**config.mk**
```make
export PLATFORM = sky130hd
export DESIGN_NAME = dis_start_logic
export DESIGN_NICKNAME = d
export VERILOG_FILES = /design/src/pkg/dis_pkg.sv /design/src/rtl/dis_input_sync.sv /design/src/rtl/dis_func_route.sv /design/src/rtl/dis_start_logic.sv
export VERILOG_INCLUDE_DIRS = /design/src /design/src/pkg
export SDC_FILE = /design/constraint.sdc
export NUM_CORES = 1
export LEC_CHECK = 0
export BUFFER_PORTS_ARGS = -buffer_cell sky130_fd_sc_hd__buf_4
export CAP_MARGIN = 30
export CORE_MARGIN = 3
export CORE_UTILIZATION = 30
export CTS_CLUSTER_DIAMETER = 60
export DETAILED_ROUTE_END_ITERATION = 10
export SLEW_MARGIN = 25
export SYNTH_ARGS = -nofsm -noshare
export SYNTH_HDL_FRONTEND = slang
export SYNTH_HIERARCHICAL = 1
export SYNTH_SLANG_ARGS = --single-unit
```
**constraint.sdc**
```tcl
create_clock -name CLK_SYS -period 2.92 [get_ports CLK_SYS]
set_input_delay 0.73 -clock CLK_SYS [delete_from_list [all_inputs] [get_ports CLK_SYS]]
set_output_delay 0.73 -clock CLK_SYS [all_outputs]
set_load 0.01 [all_outputs]
```
**src/pkg/dis_map.svh**
```systemverilog
/*
  Register offsets, reset values and codes for the drive input start logic.
  Assumes a 32-bit Avalon-MM slave with word-aligned byte addresses.
*/
// What this block does
// - A function activates when its assigned input goes high; inputs may carry several.
// - Factory defaults map inputs one to six to start, reverse, speeds, reset, pid block.
// - Fixed speed one and two inputs together select fixed speed three.
// - Mode 3 starts clockwise or anticlockwise from two inputs, interlocked exclusive OR.
// - Mode 0 behaves like mode 3 plus auto restart when restart enable is one.
// - In auto restart mode a held start level restarts without a rising edge.
// - Mode 1 uses forward input as start, second start input selects reverse.
// - Mode 2 starts and stops on momentary pulses and holds run state between.
// - Selection code 0 deactivates, codes 1 to 6 select inputs; forward default 1.
// - Stop or reverse start selection uses same encoding and defaults to code 2.
// - Direction flip input reverses field direction; its selection defaults to 0.
// - Normally open external fault input raises a fault; default deactivated.
`ifndef DIS_MAP_SVH
`define DIS_MAP_SVH

// ============================================================
// Register offsets
`define DIS_OFS_MODE 8'h00
`define DIS_OFS_FWD_SEL 8'h04
`define DIS_OFS_REV_SEL 8'h08
`define DIS_OFS_FLIP_SEL 8'h0C
`define DIS_OFS_FAULT_SEL 8'h10
`define DIS_OFS_SPD1_SEL 8'h14
`define DIS_OFS_SPD2_SEL 8'h18
`define DIS_OFS_ACK_SEL 8'h1C
`define DIS_OFS_PID_SEL 8'h20
`define DIS_OFS_RESTART 8'h24
`define DIS_OFS_STATUS 8'h28
`define DIS_OFS_IRQ_STAT 8'h2C
`define DIS_OFS_IRQ_CLR 8'h30
`define DIS_OFS_IRQ_EN 8'h34

// ============================================================
// Reset values
`define DIS_RST_MODE 8'h03
`define DIS_RST_FWD_SEL 8'h01
`define DIS_RST_REV_SEL 8'h02
`define DIS_RST_FLIP_SEL 8'h00
`define DIS_RST_FAULT_SEL 8'h00
`define DIS_RST_SPD1_SEL 8'h03
`define DIS_RST_SPD2_SEL 8'h04
`define DIS_RST_ACK_SEL 8'h05
`define DIS_RST_PID_SEL 8'h06
`define DIS_RST_RESTART 1'h0

// ============================================================
// Status bit positions
`define DIS_ST_RUN 0
`define DIS_ST_REVERSE 1
`define DIS_ST_FAULT 2
`define DIS_ST_PID_BLOCK 3
`define DIS_ST_SPD_LO 4
`define DIS_ST_SPD_HI 5
`define DIS_IRQ_START 0
`define DIS_IRQ_STOP 1
`define DIS_IRQ_FAULT 2
`define DIS_IRQ_ACK 3

// ============================================================
// Fixed speed codes
`define DIS_SPD_NONE 2'h0
`define DIS_SPD_ONE 2'h1
`define DIS_SPD_TWO 2'h2
`define DIS_SPD_THREE 2'h3

`endif

```
**src/pkg/dis_pkg.sv**
```systemverilog
/*
  Types shared by the drive input start logic.
  Assumes the constants header is included alongside.
*/
package dis_pkg;
  // ============================================================
  // Start/stop modes
  typedef enum logic [7:0] {
    DIS_MODE_RESTART = 8'h00,
    DIS_MODE_DIR_SEL = 8'h01,
    DIS_MODE_PULSE = 8'h02,
    DIS_MODE_TWO_WIRE = 8'h03
  } dis_mode_t;

  // ============================================================
  // Run state machine
  typedef enum logic [1:0] {
    DIS_ST_IDLE = 2'b00,
    DIS_ST_FWD = 2'b01,
    DIS_ST_REV = 2'b10,
    DIS_ST_FAULTED = 2'b11
  } dis_state_t;
endpackage : dis_pkg

```
**src/rtl/dis_input_sync.sv**
```systemverilog
/*
  Two-stage synchroniser with a rising-edge detect taken from the synced level.
  Assumes raw control inputs are otherwise asynchronous to the clock.
*/
`timescale 1ns/100ps
module dis_input_sync #(
  parameter int WIDTH = 6
) (
  input wire logic clk,
  input wire logic srst,
  input wire logic [WIDTH-1:0] raw,
  output logic [WIDTH-1:0] level,
  output logic [WIDTH-1:0] rise
);
  logic [WIDTH-1:0] stage1;
  logic [WIDTH-1:0] last;

  // ============================================================
  // Synchronise
  // The first stage feeds only the second stage, so metastability stays contained.
  always_ff @(posedge clk) begin
    if (srst) begin
      stage1 <= '0;
      level <= '0;
      last <= '0;
    end else begin
      stage1 <= raw;
      level <= stage1;
      last <= level;
    end
  end

  assign rise = level & ~last;
endmodule : dis_input_sync

```
**src/rtl/dis_func_route.sv**
```systemverilog
/*
  Routes the synced input levels and edges onto one function by selection code.
  Assumes codes above six behave as deactivated.
*/
`timescale 1ns/100ps
module dis_func_route (
  input wire logic [7:0] sel,
  input wire logic [5:0] level,
  input wire logic [5:0] rise,
  output logic active,
  output logic edge_hit
);
  // ============================================================
  // Code 0 and out-of-range codes always read inactive.
  always_comb begin
    active = 1'b0;
    edge_hit = 1'b0;
    if (sel >= 8'h01 && sel <= 8'h06) begin
      active = level[sel[2:0] - 3'h1];
      edge_hit = rise[sel[2:0] - 3'h1];
    end
  end
endmodule : dis_func_route

```
**src/rtl/dis_start_logic.sv**
```systemverilog
/*
  Start/stop and digital input function assignment logic of a drive, with an
  Avalon-MM register slave and a level interrupt.
  Assumes inputs are already level-shifted from 24 V source wiring to logic.
*/
// Decided for this implementation: the register offsets and register access over Avalon-MM.
`timescale 1ns/100ps
`include "dis_map.svh"
module dis_start_logic
  import dis_pkg::*;
(
  input wire logic CLK_SYS,
  input wire logic SRST,
  input wire logic [5:0] DIG_IN,
  input wire logic FAULT_CLEAR,
  input wire logic [5:0] AVS_ADDRESS,
  input wire logic AVS_READ,
  input wire logic AVS_WRITE,
  input wire logic [31:0] AVS_WRITEDATA,
  input wire logic [3:0] AVS_BYTEENABLE,
  output logic [31:0] AVS_READDATA,
  output logic AVS_WAITREQUEST,
  output logic RUN,
  output logic REVERSE,
  output logic FAULT,
  output logic PID_BLOCK,
  output logic FAULT_ACK,
  output logic [1:0] FIXED_SPEED,
  output logic IRQ
);
  logic [7:0] start_stop_logic_select;
  logic [7:0] forward_start_input_select;
  logic [7:0] stop_reverse_input_select;
  logic [7:0] direction_flip_input_select;
  logic [7:0] ext_fault_no_input_select;
  logic [7:0] speed_one_select;
  logic [7:0] speed_two_select;
  logic [7:0] ack_select;
  logic [7:0] pid_select;
  logic restart_enable_setting;
  logic [3:0] irq_stat;
  logic [3:0] irq_en;
  logic [5:0] level;
  logic [5:0] rise;
  logic [7:0] f_lvl;
  logic [7:0] f_edge;
  logic [7:0] sel_bank [8];
  dis_state_t state;
  dis_state_t next_state;
  logic access;
  logic ack_phase;
  logic wr;
  logic [3:0] ev;
  logic [3:0] clr_mask;
  logic fault_src;

  // ============================================================
  // Helpers
  function automatic logic [7:0] byte_offset(input logic [5:0] word_addr);
    byte_offset = {word_addr, 2'b00};
  endfunction : byte_offset

  function automatic logic is_running(input dis_state_t st);
    is_running = (st == DIS_ST_FWD) || (st == DIS_ST_REV);
  endfunction : is_running

  // ============================================================
  // Input synchronisation and function routing
  dis_input_sync #(.WIDTH(6)) u_sync (
    .clk(CLK_SYS),
    .srst(SRST),
    .raw(DIG_IN),
    .level(level),
    .rise(rise)
  );

  assign sel_bank[0] = forward_start_input_select;
  assign sel_bank[1] = stop_reverse_input_select;
  assign sel_bank[2] = direction_flip_input_select;
  assign sel_bank[3] = ext_fault_no_input_select;
  assign sel_bank[4] = speed_one_select;
  assign sel_bank[5] = speed_two_select;
  assign sel_bank[6] = ack_select;
  assign sel_bank[7] = pid_select;

  // Every function looks at the same input set, so one input can feed several.
  for (genvar g = 0; g < 8; g++) begin : g_route
    dis_func_route u_route (
      .sel(sel_bank[g]),
      .level(level),
      .rise(rise),
      .active(f_lvl[g]),
      .edge_hit(f_edge[g])
    );
  end

  // ============================================================
  // Avalon-MM slave
  // One wait cycle on every access keeps read data registered and timing simple.
  assign access = (AVS_READ | AVS_WRITE) & ~ack_phase;
  assign AVS_WAITREQUEST = (AVS_READ | AVS_WRITE) & ~ack_phase;
  assign wr = AVS_WRITE & ack_phase & AVS_BYTEENABLE[0];

  always_ff @(posedge CLK_SYS) begin
    if (SRST) begin
      ack_phase <= 1'b0;
    end else begin
      ack_phase <= access;
    end
  end

  always_ff @(posedge CLK_SYS) begin
    if (SRST) begin
      start_stop_logic_select <= `DIS_RST_MODE;
      forward_start_input_select <= `DIS_RST_FWD_SEL;
      stop_reverse_input_select <= `DIS_RST_REV_SEL;
      direction_flip_input_select <= `DIS_RST_FLIP_SEL;
      ext_fault_no_input_select <= `DIS_RST_FAULT_SEL;
      speed_one_select <= `DIS_RST_SPD1_SEL;
      speed_two_select <= `DIS_RST_SPD2_SEL;
      ack_select <= `DIS_RST_ACK_SEL;
      pid_select <= `DIS_RST_PID_SEL;
      restart_enable_setting <= `DIS_RST_RESTART;
      irq_en <= 4'h0;
    end else if (wr) begin
      case (byte_offset(AVS_ADDRESS))
        `DIS_OFS_MODE: start_stop_logic_select <= AVS_WRITEDATA[7:0];
        `DIS_OFS_FWD_SEL: forward_start_input_select <= AVS_WRITEDATA[7:0];
        `DIS_OFS_REV_SEL: stop_reverse_input_select <= AVS_WRITEDATA[7:0];
        `DIS_OFS_FLIP_SEL: direction_flip_input_select <= AVS_WRITEDATA[7:0];
        `DIS_OFS_FAULT_SEL: ext_fault_no_input_select <= AVS_WRITEDATA[7:0];
        `DIS_OFS_SPD1_SEL: speed_one_select <= AVS_WRITEDATA[7:0];
        `DIS_OFS_SPD2_SEL: speed_two_select <= AVS_WRITEDATA[7:0];
        `DIS_OFS_ACK_SEL: ack_select <= AVS_WRITEDATA[7:0];
        `DIS_OFS_PID_SEL: pid_select <= AVS_WRITEDATA[7:0];
        `DIS_OFS_RESTART: restart_enable_setting <= AVS_WRITEDATA[0];
        `DIS_OFS_IRQ_EN: irq_en <= AVS_WRITEDATA[3:0];
        default: ;
      endcase
    end
  end

  always_ff @(posedge CLK_SYS) begin
    if (SRST) begin
      AVS_READDATA <= 32'h0000_0000;
    end else if (access && AVS_READ) begin
      case (byte_offset(AVS_ADDRESS))
        `DIS_OFS_MODE: AVS_READDATA <= {24'h0, start_stop_logic_select};
        `DIS_OFS_FWD_SEL: AVS_READDATA <= {24'h0, forward_start_input_select};
        `DIS_OFS_REV_SEL: AVS_READDATA <= {24'h0, stop_reverse_input_select};
        `DIS_OFS_FLIP_SEL: AVS_READDATA <= {24'h0, direction_flip_input_select};
        `DIS_OFS_FAULT_SEL: AVS_READDATA <= {24'h0, ext_fault_no_input_select};
        `DIS_OFS_SPD1_SEL: AVS_READDATA <= {24'h0, speed_one_select};
        `DIS_OFS_SPD2_SEL: AVS_READDATA <= {24'h0, speed_two_select};
        `DIS_OFS_ACK_SEL: AVS_READDATA <= {24'h0, ack_select};
        `DIS_OFS_PID_SEL: AVS_READDATA <= {24'h0, pid_select};
        `DIS_OFS_RESTART: AVS_READDATA <= {31'h0, restart_enable_setting};
        `DIS_OFS_STATUS: AVS_READDATA <= {26'h0, FIXED_SPEED, PID_BLOCK, FAULT, REVERSE, RUN};
        `DIS_OFS_IRQ_STAT: AVS_READDATA <= {28'h0, irq_stat};
        `DIS_OFS_IRQ_EN: AVS_READDATA <= {28'h0, irq_en};
        default: AVS_READDATA <= 32'h0000_0000;
      endcase
    end
  end

  // ============================================================
  // Fault latch
  // The fault holds until an acknowledge edge or FAULT_CLEAR; a still-active fault input wins over the clear.
  assign fault_src = f_lvl[3];

  always_ff @(posedge CLK_SYS) begin
    if (SRST) begin
      FAULT <= 1'b0;
    end else if (fault_src) begin
      FAULT <= 1'b1;
    end else if (f_edge[6] || FAULT_CLEAR) begin
      FAULT <= 1'b0;
    end
  end

  // ============================================================
  // Start/stop state machine
  always_comb begin
    next_state = state;
    case (state)
      DIS_ST_IDLE: begin
        case (start_stop_logic_select)
          DIS_MODE_TWO_WIRE, DIS_MODE_RESTART: begin
            // Exclusive OR interlock: both held means no start.
            if (f_edge[0] && !f_lvl[1]) next_state = DIS_ST_FWD;
            else if (f_edge[1] && !f_lvl[0]) next_state = DIS_ST_REV;
          end
          DIS_MODE_DIR_SEL: begin
            if (f_edge[0]) next_state = f_lvl[1] ? DIS_ST_REV : DIS_ST_FWD;
          end
          DIS_MODE_PULSE: begin
            if (f_edge[0] && !f_lvl[1]) next_state = DIS_ST_FWD;
          end
          default: next_state = DIS_ST_IDLE;
        endcase
      end
      DIS_ST_FWD, DIS_ST_REV: begin
        case (start_stop_logic_select)
          DIS_MODE_TWO_WIRE, DIS_MODE_RESTART: begin
            if (state == DIS_ST_FWD && (!f_lvl[0] || f_lvl[1])) next_state = DIS_ST_IDLE;
            if (state == DIS_ST_REV && (!f_lvl[1] || f_lvl[0])) next_state = DIS_ST_IDLE;
          end
          DIS_MODE_DIR_SEL: begin
            if (!f_lvl[0]) next_state = DIS_ST_IDLE;
            else next_state = f_lvl[1] ? DIS_ST_REV : DIS_ST_FWD;
          end
          DIS_MODE_PULSE: begin
            if (f_edge[1]) next_state = DIS_ST_IDLE;
          end
          default: next_state = DIS_ST_IDLE;
        endcase
      end
      DIS_ST_FAULTED: begin
        if (!FAULT) begin
          // Auto restart accepts a held level, no fresh edge needed.
          if (start_stop_logic_select == DIS_MODE_RESTART && restart_enable_setting) begin
            if (f_lvl[0] && !f_lvl[1]) next_state = DIS_ST_FWD;
            else if (f_lvl[1] && !f_lvl[0]) next_state = DIS_ST_REV;
            else next_state = DIS_ST_IDLE;
          end else begin
            next_state = DIS_ST_IDLE;
          end
        end
      end
      default: next_state = DIS_ST_IDLE;
    endcase
    if (fault_src || FAULT) next_state = DIS_ST_FAULTED;
  end

  always_ff @(posedge CLK_SYS) begin
    if (SRST) begin
      state <= DIS_ST_IDLE;
    end else begin
      state <= next_state;
    end
  end

  // ============================================================
  // Outputs
  always_ff @(posedge CLK_SYS) begin
    if (SRST) begin
      RUN <= 1'b0;
      REVERSE <= 1'b0;
      PID_BLOCK <= 1'b0;
      FAULT_ACK <= 1'b0;
      FIXED_SPEED <= `DIS_SPD_NONE;
    end else begin
      RUN <= is_running(next_state);
      REVERSE <= (next_state == DIS_ST_REV) ^ f_lvl[2];
      PID_BLOCK <= f_lvl[7];
      FAULT_ACK <= f_edge[6];
      FIXED_SPEED <= {f_lvl[5], f_lvl[4]};
    end
  end

  // ============================================================
  // Interrupts
  assign ev[`DIS_IRQ_START] = !is_running(state) &&
                              is_running(next_state);
  assign ev[`DIS_IRQ_STOP] = is_running(state) &&
                             (next_state == DIS_ST_IDLE);
  assign ev[`DIS_IRQ_FAULT] = fault_src && !FAULT;
  assign ev[`DIS_IRQ_ACK] = f_edge[6];
  assign clr_mask = (wr && byte_offset(AVS_ADDRESS) == `DIS_OFS_IRQ_CLR) ? AVS_WRITEDATA[3:0] : 4'h0;

  // A new event in the cycle of its clear survives.
  always_ff @(posedge CLK_SYS) begin
    if (SRST) begin
      irq_stat <= 4'h0;
    end else begin
      irq_stat <= (irq_stat & ~clr_mask) | ev;
    end
  end

  assign IRQ = |(irq_stat & irq_en);
endmodule : dis_start_logic

```
==> impl_metrics.env <==
export IMPL_worstSetupStartpointType="register"
export IMPL_initial_core_util_pct=30.9
export IMPL_critical_path_slowest_cell="dfxtp_4"
export IMPL_p_leak_nw=3.19
export IMPL_cts_root_buffer="clkbuf_16"
export IMPL_hold_buffers=0
export IMPL_die_h_um=154
export IMPL_final_area_um2=8170
export IMPL_drc=0
export IMPL_setup_viol=0
export IMPL_cts_sinks=117
export IMPL_worst_slack_ns=0.00756
export IMPL_vias_per_cell=5.23
export IMPL_fillers=2153
export IMPL_io_buffers=42
export IMPL_final_setup_tns_ns=0
export IMPL_hold_class="register to register"
export IMPL_yosys_warnings=6
export IMPL_drive_above_1_share_pct=21.3
export IMPL_pre_cts_ws_ns=-0.152
export IMPL_antenna_found_initial=0
export IMPL_required_ns=3.21
export IMPL_critical_path_class="register to register"
export IMPL_skew_ns=0.00873
export IMPL_path_cells="inv_4 -> ha_4 -> mux4_2 -> nand2_2 -> a211oi_4 -> buf_4 -> nor4bb_2 -> a21o_1 -> a32o_1 -> a32o_2 -> o21ai_2 -> nand2_2 -> ha_4 -> nor2_4 -> a21oi_2 -> nor2_1"
export IMPL_syn_area_um2=6570
export IMPL_power_density_nw_per_um2=518
export IMPL_tightest_slew_ns=0.627
export IMPL_max_stage_delay_ns=0.36
export IMPL_gp_congestion=0.894
export IMPL_critPathBufInv=2
export IMPL_finalCritPeriodShare_pct=99.7
export IMPL_rsz0062_at_grt="true"
export IMPL_numCtsBuffers=17
export IMPL_crit_path_end_kind="register"
export IMPL_nets=957
export IMPL_drtIter0Drc=519
export IMPL_grt_pass1_vias=5710
export IMPL_swShare_pct=24.0
export IMPL_core_region_area_um2=21300
export IMPL_pwr_share_seq_pct=39.4
export IMPL_cts_tree="yes"
export IMPL_postPlaceCellArea_um2=7380
export IMPL_crit_family="compound AO/OA/AOI/OAI gates"
export IMPL_grt_remaining_overflow=0
export IMPL_wire_per_inst_um=16.8
export IMPL_syn_inst=800
export IMPL_die_w_um=154
export IMPL_num_vias=6081
export IMPL_clkPwrFrac_pct=50.5
export IMPL_syn2layout_area_growth_pct=24.3
export IMPL_htreeDepth=4
export IMPL_drt_first_pass_iters=8
export IMPL_insertion_delay_ns=0.42
export IMPL_ir_drop_uv=395
export IMPL_slew_violations=0
export IMPL_timing_hold_ws_ns=0.431
export IMPL_ios=94
export IMPL_finalCriticalPeriod_ns=2.91
export IMPL_avgSynthCellArea_um2=8.22
export IMPL_power_switching_mw=1.01
export IMPL_drt_wl_total_mm=19.6
export IMPL_max_freq_ghz=0.343
export IMPL_dp_hpwl_mm=14.4
export IMPL_place_inst=1123
export IMPL_n_antenna_cell=0
export IMPL_relSlewSlack_pct=58.2
export IMPL_clockBufferDepth=2
export IMPL_cp_max_fo=4
export IMPL_grt_max_degree=59
export IMPL_path_clk_slew_ns=0.05
export IMPL_grt_usage_pct=16.3
export IMPL_status="finished clean"
export IMPL_finalHoldViolCount=0
export IMPL_utilization_pct=38.4
export IMPL_row_count=53
export IMPL_final_cells=1162
export IMPL_crit_arrival_ns=3.20
export IMPL_grt_pass1_wl_mm=31.0
export IMPL_p_total_mw=4.23
export IMPL_pwr_share_comb_pct=10.1
export IMPL_ant_nets=0
export IMPL_die_area_um2=23700
export IMPL_p_int_mw=3.22
export IMPL_drv_cap=0
-- power by group through the flow --
stage | combinational, mW | sequential (mW) | clock (mW)
after floorplan | 0.257 | 1.69 | 0
after global placement | 0.366 | 1.70 | 0
after detailed placement | 0.366 | 1.70 | 0
after CTS | 0.393 | 1.67 | 2.16
after global routing | 0.468 | 1.67 | 2.23
final | 0.429 | 1.67 | 2.14
-- layout make-up --
| type | instances | area (um^2) | area share, % |
|---|---|---|---|
| inverters | 22 | 85.1 | 1.04 |
| clock buffers | 23 | 478 | 5.85 |
| flip-flops and latches | 117 | 2350 | 28.7 |
| clock inverters | 9 | 124 | 1.52 |
| repair buffers | 101 | 762 | 9.32 |
| well taps | 275 | 344 | 4.21 |
| multi-input cells | 615 | 4030 | 49.3 |
-- registers in the layout, indices dropped and copies added (netlist names) --
signal	cells
u_sync/last	6
PID_BLOCK	1
FIXED_SPEED	2
pid_select	8
FAULT_ACK	1
stop_reverse_input_select	8
irq_en	4
speed_one_select	8
RUN	1
irq_stat	4
ack_phase	1
AVS_READDATA	8
REVERSE	1
direction_flip_input_select	8
speed_two_select	8
start_stop_logic_select	8
state	2
forward_start_input_select	8
ack_select	8
u_sync/stage1	6
FAULT	1
ext_fault_no_input_select	8
restart_enable_setting	1
u_sync/level	6
-- worst paths after layout --
check / start / to / slack (ns) / cells past startpoint
setup reg to reg: forward_start_input_select[0] / irq_stat[0] / 0.008 / 16
hold reg to reg: u_sync/stage1[2] / u_sync/level[2] / 0.43 / 1
hold / removal: u_sync/stage1[2] / u_sync/level[2] / 0.43 / 1
setup / recovery: forward_start_input_select[0] / irq_stat[0] / 0.008 / 16
-- routing by layer --
| metal | up-vias | global-route usage [%] | share of wire (%) | wire length [um] |
|---|---|---|---|---|
| met4 | 0 | 4.67 | 1.3 | 261 |
| met2 | 225 | 25.4 | 46 | 9020 |
| met5 | - | 0 | 0 | 0 |
| met3 | 15 | 3.69 | 7.2 | 1410 |
| met1 | 2888 | 22.6 | 45 | 8880 |
| li1 | 2953 | - | - | - |
-- cell usage in the layout, fill, tap and decap left out, types with 4 or more instances in the layout --
master	n
a222oi_1	5
and2b_1	7
o2bb2ai_1	8
a22oi_1	18
nor3_1	17
nor2b_1	22
a221oi_1	9
xnor2_1	8
ha_1	27
xor2_1	6
nand3_1	94
dfxtp_1	114
clkinv_2	4
inv_1	19
buf_4	100
nor2_1	47
conb_1	24
nand2_1	123
mux2_2	14
a211oi_1	8
nand2b_1	8
a21oi_1	78
mux2i_1	10
clkbuf_16	17
mux4_1	9
-- worst register-to-register path: cells and delay by family (launching register included) --
family	cells	cell delay, ns
flops	1	0.36
simple gates	5	0.27
compound gates	6	1.19
buf+inv	2	0.22
fa+ha+maj	2	0.53
mux	1	0.22
-- timing repair --
action                                  4_1_cts  5_1_grt
endpoints found under the hold margin         0        0
endpoints found under the setup margin        4        4
resized for setup                            16       16
pin swaps                                     8       11
buffers inserted                              4        3
Note: power is estimated with default switching activity, not from simulation.
